<file path="config.mk">
export PLATFORM = sky130hd
export DESIGN_NAME = mtpcap_top
export DESIGN_NICKNAME = d
export VERILOG_FILES = /design/src/rtl/mtpcap_pkg.sv /design/src/rtl/mtpcap_top.sv /design/src/rtl/mtpcap_checker.sv
export VERILOG_INCLUDE_DIRS = /design/src /design/src/rtl
export SDC_FILE = /design/constraint.sdc
export NUM_CORES = 1
export LEC_CHECK = 0
export BUFFER_PORTS_ARGS = -buffer_cell sky130_fd_sc_hd__buf_4
export CAP_MARGIN = 25
export CORE_MARGIN = 2
export CORE_UTILIZATION = 46
export DETAILED_ROUTE_END_ITERATION = 10
export GPL_TIMING_DRIVEN = 0
export MAX_ROUTING_LAYER = met4
export PLACE_DENSITY = 0.79
export SETUP_SLACK_MARGIN = 0.05
export SYNTH_ARGS = -nofsm -noshare
export SYNTH_HDL_FRONTEND = slang
export SYNTH_SLANG_ARGS = --single-unit
</file>
<file path="constraint.sdc">
create_clock -name clk -period 4.1 [get_ports clk]
set_input_delay 0.82 -clock clk [delete_from_list [all_inputs] [get_ports clk]]
set_output_delay 0.82 -clock clk [all_outputs]
set_load 0.005 [all_outputs]
</file>
<file path="src/rtl/mtpcap_consts.svh">
`ifndef MTPCAP_CONSTS_SVH
`define MTPCAP_CONSTS_SVH

`define MTPCAP_TRIM_FIRST 5'h18
`define MTPCAP_TRIM_LAST 5'h1B
`define MTPCAP_ID_FIRST 5'h1C
`define MTPCAP_ID_LAST 5'h1E
`define MTPCAP_USER_ADDR 5'h1F
`define MTPCAP_LOAD_LAST 3'h7
`define MTPCAP_BOOT_HI 23
`define MTPCAP_BOOT_LO 16
`define MTPCAP_DBG_HI 15
`define MTPCAP_DBG_LO 8
`define MTPCAP_LOCK_HI 7
`define MTPCAP_LOCK_LO 0
`define MTPCAP_BOOT_CODE 8'h55
`define MTPCAP_DBG_CODE 8'hAA
`define MTPCAP_LOCK_CODE 8'h33
`define MTPCAP_SECTOR_HI 12
`define MTPCAP_SECTOR_LO 10
`define MTPCAP_BOOT_SECTOR 3'h7
`define MTPCAP_CFG_RESET 32'h0000_0000

`endif

</file>
<file path="src/rtl/mtpcap_pkg.sv">
package mtpcap_pkg;

  typedef enum logic [1:0] {
    SPACE_MAIN = 2'h0,
    SPACE_INFO = 2'h1,
    SPACE_EEPROM = 2'h2,
    SPACE_NONE = 2'h3
  } mtpcap_space_t;

  typedef struct packed {
    logic write;
    logic debug;
    mtpcap_space_t space;
    logic [12:0] addr;
    logic [31:0] wdata;
  } mtpcap_req_t;

  typedef struct packed {
    logic denied;
    logic [31:0] rdata;
  } mtpcap_rsp_t;

  typedef struct packed {
    logic [3:0][31:0] trim;
    logic [2:0][31:0] id;
    logic [31:0] user;
  } mtpcap_cfg_t;

  typedef enum logic [2:0] {
    ST_LOAD_REQ = 3'h0,
    ST_LOAD_WAIT = 3'h1,
    ST_IDLE = 3'h3,
    ST_ACCESS = 3'h2
  } mtpcap_state_t;

endpackage

</file>
<file path="src/rtl/mtpcap_top.sv">
`timescale 1ns/10ps
`default_nettype none
`include "mtpcap_consts.svh"


module mtpcap_top (
  // Clock and reset.
  input wire logic clk,
  input wire logic rst_n,
  // Access request from the application or debug side.
  input wire logic reqValid,
  input var mtpcap_pkg::mtpcap_req_t reqData,
  output logic reqReady,
  // Access answer.
  output logic rspValid,
  output var mtpcap_pkg::mtpcap_rsp_t rspData,
  // Memory macro command port.
  output logic memValid,
  output var mtpcap_pkg::mtpcap_req_t memCmd,
  input wire logic memDone,
  input wire logic [31:0] memRdata,
  // Loaded configuration and protection state.
  output var mtpcap_pkg::mtpcap_cfg_t cfgOut,
  output logic cfgLoaded,
  output logic bootloaderDebugWriteProtect,
  output logic debugPortProtect,
  output logic appCodeLockActive,
  output logic bootloaderWriteEnable,
  // Last refused access.
  output logic denyEvent,
  output var mtpcap_pkg::mtpcap_req_t denyRecord
);

  mtpcap_pkg::mtpcap_state_t state_r;
  mtpcap_pkg::mtpcap_state_t state_nxt;
  logic [2:0] loadIdx_r;
  logic [31:0] cfgWords_r [0:7];
  logic memValid_r;
  mtpcap_pkg::mtpcap_req_t memCmd_r;
  logic rspValid_r;
  mtpcap_pkg::mtpcap_rsp_t rspData_r;
  logic cfgLoaded_r;
  logic denyEvent_r;
  mtpcap_pkg::mtpcap_req_t denyRecord_r;
  logic grant;
  logic bootProt;
  logic dbgProt;
  logic lockOn;
  logic reqTaken;
  logic [4:0] loadAddr;

  // Access decision from the loaded user word.
  mtpcap_checker u_checker (
    .userWord(cfgWords_r[`MTPCAP_LOAD_LAST]),
    .req(reqData),
    .grant(grant),
    .bootloaderDebugWriteProtect(bootProt),
    .debugPortProtect(dbgProt),
    .appCodeLockActive(lockOn)
  );

  assign reqReady = (state_r == mtpcap_pkg::ST_IDLE);
  assign reqTaken = reqValid && reqReady;
  assign loadAddr = 5'(`MTPCAP_TRIM_FIRST + {2'h0, loadIdx_r});

  // Sequencer: load eight info words, then serve accesses.
  always_comb begin
    state_nxt = state_r;
    unique case (state_r)
      mtpcap_pkg::ST_LOAD_REQ: begin
        state_nxt = mtpcap_pkg::ST_LOAD_WAIT;
      end
      mtpcap_pkg::ST_LOAD_WAIT: begin
        if (memDone) begin
          state_nxt = (loadIdx_r == `MTPCAP_LOAD_LAST) ? mtpcap_pkg::ST_IDLE
                                                       : mtpcap_pkg::ST_LOAD_REQ;
        end
      end
      mtpcap_pkg::ST_IDLE: begin
        if (reqTaken && grant) begin
          state_nxt = mtpcap_pkg::ST_ACCESS;
        end
      end
      mtpcap_pkg::ST_ACCESS: begin
        if (memDone) begin
          state_nxt = mtpcap_pkg::ST_IDLE;
        end
      end
      default: begin
        state_nxt = mtpcap_pkg::ST_LOAD_REQ;
      end
    endcase
  end

  always_ff @(posedge clk) begin
    if (!rst_n) begin
      state_r <= mtpcap_pkg::ST_LOAD_REQ;
    end else begin
      state_r <= state_nxt;
    end
  end

  // Load word counter.
  always_ff @(posedge clk) begin
    if (!rst_n) begin
      loadIdx_r <= 3'h0;
    end else if (state_r == mtpcap_pkg::ST_LOAD_WAIT && memDone) begin
      loadIdx_r <= 3'(loadIdx_r + 3'h1);
    end
  end

  // Memory command: loader reads, or a granted access only.
  always_ff @(posedge clk) begin
    if (!rst_n) begin
      memValid_r <= 1'b0;
      memCmd_r <= '0;
    end else begin
      unique case (state_r)
        mtpcap_pkg::ST_LOAD_REQ: begin
          memValid_r <= 1'b1;
          memCmd_r.write <= 1'b0;
          memCmd_r.debug <= 1'b0;
          memCmd_r.space <= mtpcap_pkg::SPACE_INFO;
          memCmd_r.addr <= {8'h00, loadAddr};
          memCmd_r.wdata <= 32'h0000_0000;
        end
        mtpcap_pkg::ST_IDLE: begin
          if (reqTaken && grant) begin
            memValid_r <= 1'b1;
            memCmd_r <= reqData;
          end
        end
        default: begin
          if (memDone) begin
            memValid_r <= 1'b0;
          end
        end
      endcase
    end
  end

  // Configuration registers filled from the information block.
  always_ff @(posedge clk) begin
    if (!rst_n) begin
      for (int i = 0; i < 8; i++) begin
        cfgWords_r[i] <= `MTPCAP_CFG_RESET;
      end
    end else if (state_r == mtpcap_pkg::ST_LOAD_WAIT && memDone) begin
      cfgWords_r[loadIdx_r] <= memRdata;
    end
  end

  always_ff @(posedge clk) begin
    if (!rst_n) begin
      cfgLoaded_r <= 1'b0;
    end else if (state_r == mtpcap_pkg::ST_LOAD_WAIT && memDone
                 && loadIdx_r == `MTPCAP_LOAD_LAST) begin
      cfgLoaded_r <= 1'b1;
    end
  end

  // Answer: a refusal right away, a granted access when memory finishes.
  always_ff @(posedge clk) begin
    if (!rst_n) begin
      rspValid_r <= 1'b0;
      rspData_r <= '0;
    end else begin
      rspValid_r <= 1'b0;
      if (state_r == mtpcap_pkg::ST_IDLE && reqTaken && !grant) begin
        rspValid_r <= 1'b1;
        rspData_r.denied <= 1'b1;
        rspData_r.rdata <= 32'h0000_0000;
      end else if (state_r == mtpcap_pkg::ST_ACCESS && memDone) begin
        rspValid_r <= 1'b1;
        rspData_r.denied <= 1'b0;
        rspData_r.rdata <= memCmd_r.write ? 32'h0000_0000 : memRdata;
      end
    end
  end

  // Record of the most recent refused access.
  always_ff @(posedge clk) begin
    if (!rst_n) begin
      denyEvent_r <= 1'b0;
      denyRecord_r <= '0;
    end else begin
      denyEvent_r <= reqTaken && !grant;
      if (reqTaken && !grant) begin
        denyRecord_r <= reqData;
      end
    end
  end

  generate
    for (genvar t = 0; t < 4; t++) begin : g_trim
      assign cfgOut.trim[t] = cfgWords_r[t];
    end
    for (genvar d = 0; d < 3; d++) begin : g_id
      assign cfgOut.id[d] = cfgWords_r[d + 4];
    end
  endgenerate
  assign cfgOut.user = cfgWords_r[`MTPCAP_LOAD_LAST];

  assign memValid = memValid_r;
  assign memCmd = memCmd_r;
  assign rspValid = rspValid_r;
  assign rspData = rspData_r;
  assign cfgLoaded = cfgLoaded_r;
  assign bootloaderDebugWriteProtect = bootProt;
  assign debugPortProtect = dbgProt;
  assign appCodeLockActive = lockOn;
  assign bootloaderWriteEnable = !dbgProt && !bootProt;
  assign denyEvent = denyEvent_r;
  assign denyRecord = denyRecord_r;

endmodule // mtpcap_top

`default_nettype wire

</file>
<file path="src/rtl/mtpcap_checker.sv">
`timescale 1ns/10ps
`default_nettype none
`include "mtpcap_consts.svh"

module mtpcap_checker (
  // Loaded protection word.
  input wire logic [31:0] userWord,
  // Access under test.
  input var mtpcap_pkg::mtpcap_req_t req,
  // Decision and decoded protection state.
  output logic grant,
  output logic bootloaderDebugWriteProtect,
  output logic debugPortProtect,
  output logic appCodeLockActive
);

  function automatic logic codeMatch(input logic [7:0] field, input logic [7:0] code);
    codeMatch = (field == code);
  endfunction

  logic isBoot;
  logic isTrim;
  logic isUser;

  assign bootloaderDebugWriteProtect =
    codeMatch(userWord[`MTPCAP_BOOT_HI:`MTPCAP_BOOT_LO], `MTPCAP_BOOT_CODE);
  assign debugPortProtect =
    codeMatch(userWord[`MTPCAP_DBG_HI:`MTPCAP_DBG_LO], `MTPCAP_DBG_CODE);
  assign appCodeLockActive =
    codeMatch(userWord[`MTPCAP_LOCK_HI:`MTPCAP_LOCK_LO], `MTPCAP_LOCK_CODE);

  assign isBoot = (req.addr[`MTPCAP_SECTOR_HI:`MTPCAP_SECTOR_LO] == `MTPCAP_BOOT_SECTOR);
  assign isTrim = (req.addr[4:0] >= `MTPCAP_TRIM_FIRST) && (req.addr[4:0] <= `MTPCAP_TRIM_LAST);
  assign isUser = (req.addr[4:0] == `MTPCAP_USER_ADDR);

  always_comb begin
    grant = 1'b0;
    unique case (req.space)
      mtpcap_pkg::SPACE_MAIN: begin
        if (isBoot) begin
          grant = req.debug ? (!debugPortProtect && !bootloaderDebugWriteProtect)
                            : !req.write;
        end else begin
          grant = req.debug ? !debugPortProtect : !appCodeLockActive;
        end
      end
      mtpcap_pkg::SPACE_INFO: begin
        grant = req.debug ? !debugPortProtect : (!req.write || !(isTrim || isUser));
      end
      mtpcap_pkg::SPACE_EEPROM: begin
        grant = req.debug ? !debugPortProtect : 1'b1;
      end
      default: begin
        grant = 1'b0;
      end
    endcase
  end

endmodule // mtpcap_checker

`default_nettype wire

</file>
Word-level counts from Yosys, hierarchy flattened. Memories as Yosys holds them, arrays and structs flattened. Cells that the tools add are included.

Memory bits (writable): 256. Output and inout port bits: 396. Input port bits: 85. Register bits after elaboration: 141. Memories kept: 1. Logic and storage cells: 94.

Equality and inequality tests: 14. Multiplexer cells: 28. $lt $le $gt $ge: 2. Add/subtract/negate cells: 2. Reductions and logical operators: 28. Bitwise logic cells: 1.

Memories: cfgWords_r (words 8, width 32, read ports 8, clocked after Yosys merged registers in 0, write ports 8, RTL line mtpcap_top.sv:37) `logic [31:0] cfgWords_r [0:7];`.

Operators by type and width (count): case mux 49 bit (2 select lines) (1); two-way mux 33 bit (2); two-way mux 32 bit (2); two-way mux 49 bit (1); OR reduction 32 bit (1); two-way mux 1 bit (14); two-way mux 3 bit (4); case mux 3 bit (4 select lines) (1); logical AND 1 bit (10); equality test 8 x 6 -> 1 bit, second input constant (1); equality test 8 x 7 -> 1 bit, second input constant (1); equality test 8 bit, second input constant (1); equality test 3 x 2 -> 1 bit, second input constant (2); equality test 3 bit, second input constant (2); logical NOT 1 bit (6); adder 4 x 4 -> 5 bit, first input constant (1); equality test 5 bit, second input constant (1); >= comparator 5 bit, second input constant (1); <= comparator 5 bit, second input constant (1); inequality test 2 bit, second input constant (2); AND reduction 2 bit (2); nonzero test 2 bit (2); adder 3 x 1 -> 3 bit, second input constant (1); equality test 3 x 1 -> 1 bit, second input constant (1); 13 further kinds (14).

Longest topological paths before layout.
Depth in word-level cells: 10. Depth in mapped cells: 8. Mapped depth without buffers: 7.

Cells and area by module. Synthesis repeated with hierarchy kept, for this count alone.

Cells, all modules: 1009. Area total of the unflattened synthesis: 14543.9 um2.

Modules (own cells, without submodules): mtpcap_top (cells each 987, area an instance 14383.8 um2, seq. area each 10490.1 um2, instances 1); mtpcap_checker (cells each 22, area an instance 160.2 um2, seq. area each 0.0 um2, instances 1).

Worst setup path after synthesis. OpenSTA, ideal clock, no wires.

Path type: input port to flip-flop. Start: in memDone. End: mem cfgWords_r[7][0] (enable). Path buffers: 1. Arrival: 3.656 ns. Stages: 3. Setup slack: -0.022 ns. Library setup time: 0.466 ns. Cells stage by stage: clkbuf_1 nand4_1 o21ai_0.

RTL lines: start: declaration (RTL line mtpcap_top.sv:20) `input wire logic memDone,`; end: declaration (RTL line mtpcap_top.sv:37).

==> results.toml <==
[run_status]
status = "complete, no violations"

[sta]
finalCriticalPeriod_ns = 3.64
setup_viol = 0
fin_crit_sh = 0.887
clock.fmax_mhz = 275
max_slew_margin = 0.311
max_slew.worst_pin.slew_ns = 1.03
fin_skew_ns = 0.0187
maxSlewViolCount = 0
timing.final.hold_violations = 0
unrepaired_setup_endpoints_after_global_routing = "false"

[cells_and_area]
post_layout_net_count = 1851
n_antenna_cell = 0
final_area_sq_mm = 0.0214
multi_input_area_sq_mm = 0.00478
final_cell_count_no_fill = 2241
areaGrowthSynthToFinish_pct = 37.0
post_route_cells_drive_above_1_share = 0.321
ff_latch_area_sq_mm = 0.0105
filler_cell_count = 2528

[place]
detailed_place.area_sq_mm = 0.0200
dp_cells = 2165
place.gp.congestion = 0.917
port_buffers = 480
detailedPlacementHpwl_mm = 37.4

[clocking]
cts.clk_slew.worst_paths_ns = 0.06
cts.sink_count = 396
post-cts-setup-buffer-count = 0
clk_latency_worst_skew_pair_ns = 0.55
cts_hold_buf = 0
buffers_from_clock_root_to_sink_at_most = 3
tritoncts = "yes"
cts_htree_levels = 2
post_cts.resized_instances = 0
clock-root-buffer = "sky130_fd_sc_hd__clkbuf_16"
cts_inserted_buffers = 41

[synth]
yosys_warnings = 0
ys_top_cells_by_count = "sky130_fd_sc_hd__and2_1 (261), sky130_fd_sc_hd__edfxtp_1 (256), sky130_fd_sc_hd__dfxtp_1 (140)"
post_synth_inst_count = 1230
yosysMostFrequentCell = "sky130_fd_sc_hd__and2_1"
post-synth-top-area-cell = "sky130_fd_sc_hd__edfxtp_1"
synth_async_sr_flop_share = 0
synth.ff_latch_count = 396
ys_top_cells_by_area = "sky130_fd_sc_hd__edfxtp_1 (49%), sky130_fd_sc_hd__dfxtp_1 (18%), sky130_fd_sc_hd__and2_1 (10%)"
post_synth_num_cell_types = 47
synth_top_area_share = 0.493
synth_sequential_area_ratio = 0.672
synth_edf_count = 256
post_synth.cell_area_avg_sq_um = 12.7
synth-main-ff-cell = "sky130_fd_sc_hd__edfxtp_1"
postSynthNetCount = 1321
post_synth_instance_area_sq_mm = 0.0156

[critical_path]
r2r-end = "cfgWords_r[0][11]$_SDFFCE_PN0P_"
cp_max_fo = 32
rr_startpoint = "state_r[1]$_SDFFE_PN0P_"
rrSetupSlack_ns = 0.46
crit_required_ns = 4.27
rr_worst_depth = 6
crit_path_end = "cfgWords_r[0][11]$_SDFFCE_PN0P_"
cp-start-kind = "register"
setup.worst_path.class = "reg2reg"
nature_of_the_critical_path_endpoint = "register"
worst_ep_arrival_time_ns = 3.81
critical_path.startpoint = "state_r[1]$_SDFFE_PN0P_"

[drt]
routed_wirelength_mm = 50.1
vias_per_cell = 5.31
remaining_drc_errors = 0
routed_wire_length_per_instance_microns = 22.3
detailedRoute.firstPassIterationCount = 6
dr_total_vias = 11900
dr.first_iter.drc_count = 849
ant_nets = 0

[pwr]
pwr_density_cell_mw_per_mm2 = 430
static-leakage-power_uw = 0.00866
ir_worst_vdd_mv = 0.300

[grt]
grt_first_pass_wirelength_mm = 73.6
antenna_found_initial = 0
global_route.usage.total = 0.285
grt_pass1_vias = 11800
global_route.overflow_total = 0
maximum_number_of_pins_on_one_net_before_global_route_repair = 33

[hold_path]
worst_hold_path_type = "reg2reg"
hold_start = "denyRecord[7]$_SDFFE_PN0P_"

[floorplan]
die_x_microns = 188
floorplan_core_area_sq_mm = 0.0334
row_count = 67
die_area_sq_mm = 0.0354
die_outline_height_microns = 188
initial_core_util = 0.467
pin_count = 481

[flow_run]
drv.max_cap_violation_count = 0
==> registers in the layout (all words and copies together), names as in the netlist <==
signal and count:
cfgWords_r 256, denyRecord 49, memCmd 49, rspData 33, loadIdx_r 3, state_r 2
cfgLoaded 1, denyEvent 1, memValid 1, rspValid 1
==> logic make-up (layout without fill, tap and decap cells) <==
group | after synthesis | in the layout | share of synthesized area
xor gates and xnor gates | 1 | 1 | 0.000561
DFF | 396 | 396 | 0.672
adders and majority gates | 6 | 6 | 0.00481
AOI/OAI and AO/OA | 150 | 150 | 0.0673
buffers and inverters | 97 | 660 | 0.0264
muxes | 56 | 56 | 0.0362
and+or+nand+nor | 524 | 524 | 0.193
==> worst min-delay path by stage <==
stage	end	depth (start not counted)	slack (ns)
after detailed placement	denyRecord[29]$_SDFFE_PN0P_	2	0.45
after CTS	denyRecord[45]$_SDFFE_PN0P_	2	0.46
after global placement	denyRecord[2]$_SDFFE_PN0P_	2	0.44
final	denyRecord[7]$_SDFFE_PN0P_	2	0.46
after global routing	denyRecord[9]$_SDFFE_PN0P_	2	0.48
after floorplan	denyRecord[0]$_SDFFE_PN0P_	2	0.45
==> layout by cell type (no fill, tap or decap), types with 2 or more instances in the layout <==
cell type / count
sky130_fd_sc_hd__buf_4: 483
sky130_fd_sc_hd__and2_1: 261
sky130_fd_sc_hd__edfxtp_1: 256
sky130_fd_sc_hd__dfxtp_1: 140
sky130_fd_sc_hd__nand2_1: 115
sky130_fd_sc_hd__clkbuf_1: 87
sky130_fd_sc_hd__nor3b_1: 64
sky130_fd_sc_hd__mux2i_1: 53
sky130_fd_sc_hd__nand3_1: 45
sky130_fd_sc_hd__o211ai_1: 43
sky130_fd_sc_hd__clkbuf_16: 42
sky130_fd_sc_hd__a21boi_0: 40
sky130_fd_sc_hd__a21oi_1: 32
sky130_fd_sc_hd__nor2_1: 13
sky130_fd_sc_hd__buf_2: 8
sky130_fd_sc_hd__clkinv_1: 8
sky130_fd_sc_hd__a21boi_1: 7
sky130_fd_sc_hd__o21ai_4: 6
sky130_fd_sc_hd__o311a_1: 6
sky130_fd_sc_hd__ha_1: 6
sky130_fd_sc_hd__clkinv_2: 6
sky130_fd_sc_hd__nand2b_1: 5
sky130_fd_sc_hd__buf_16: 5
sky130_fd_sc_hd__inv_1: 4
sky130_fd_sc_hd__buf_6: 4
sky130_fd_sc_hd__bufinv_16: 4
sky130_fd_sc_hd__nor3_1: 3
sky130_fd_sc_hd__or3_1: 3
sky130_fd_sc_hd__mux2_2: 3
sky130_fd_sc_hd__nand2b_2: 2
sky130_fd_sc_hd__nand4bb_1: 2
sky130_fd_sc_hd__or4bb_1: 2
sky130_fd_sc_hd__and3_1: 2
sky130_fd_sc_hd__a31oi_1: 2
sky130_fd_sc_hd__a21oi_2: 2
sky130_fd_sc_hd__nor2b_1: 2
sky130_fd_sc_hd__o21a_1: 2
sky130_fd_sc_hd__clkbuf_8: 2
==> layer usage <==
metal	up-vias	track usage	routed length, microns
met4	0	0.0987	1790
li1	5407	-	-
met1	5769	0.328	18500
met3	102	0.0598	4310
met5	-	-	0
met2	620	0.494	25400
==> report_power, final <==
group	internal, uW	switching, uW	total (uW)
clock	2200	1590	3790
combinational	387	536	923
sequential	4410	82.3	4490
total	6990	2210	9200
==> critical path, cell delays in order (launching register included) <==
cell	delay, ns
sky130_fd_sc_hd__dfxtp_1	0.36
sky130_fd_sc_hd__inv_1	0.09
sky130_fd_sc_hd__ha_1	0.13
sky130_fd_sc_hd__clkbuf_1	0.29
sky130_fd_sc_hd__nand4b_1	0.53
sky130_fd_sc_hd__nor3_1	0.96
sky130_fd_sc_hd__nand2b_2	0.86
==> metrics by stage <==
stage	setup TNS [ns]	hold slack, ns	power, uW	util	worst slack, ns
6_report	0	0.460	9200	0.639	0.463
5_1_grt	0	0.477	9480	0.639	0.218
4_1_cts	0	0.461	9230	0.639	0.475
3_5_place_dp	0	0.449	5490	0.598	0.394
3_3_place_gp	-274.19	0.444	5460	0.591	-1.64
2_1_floorplan	-2.12	0.451	4920	-	-0.0221
==> layout make-up <==
cell class              count  area share
clock buffers              53      0.0520
clock inverters            23      0.0123
flip-flops and latches    396       0.491
well taps                 448      0.0262
plain buffers              92      0.0184
multi-input cells         737       0.223
inverters                   5    0.000878
repair buffers            487       0.176
Power figures use the tool's default switching activity.
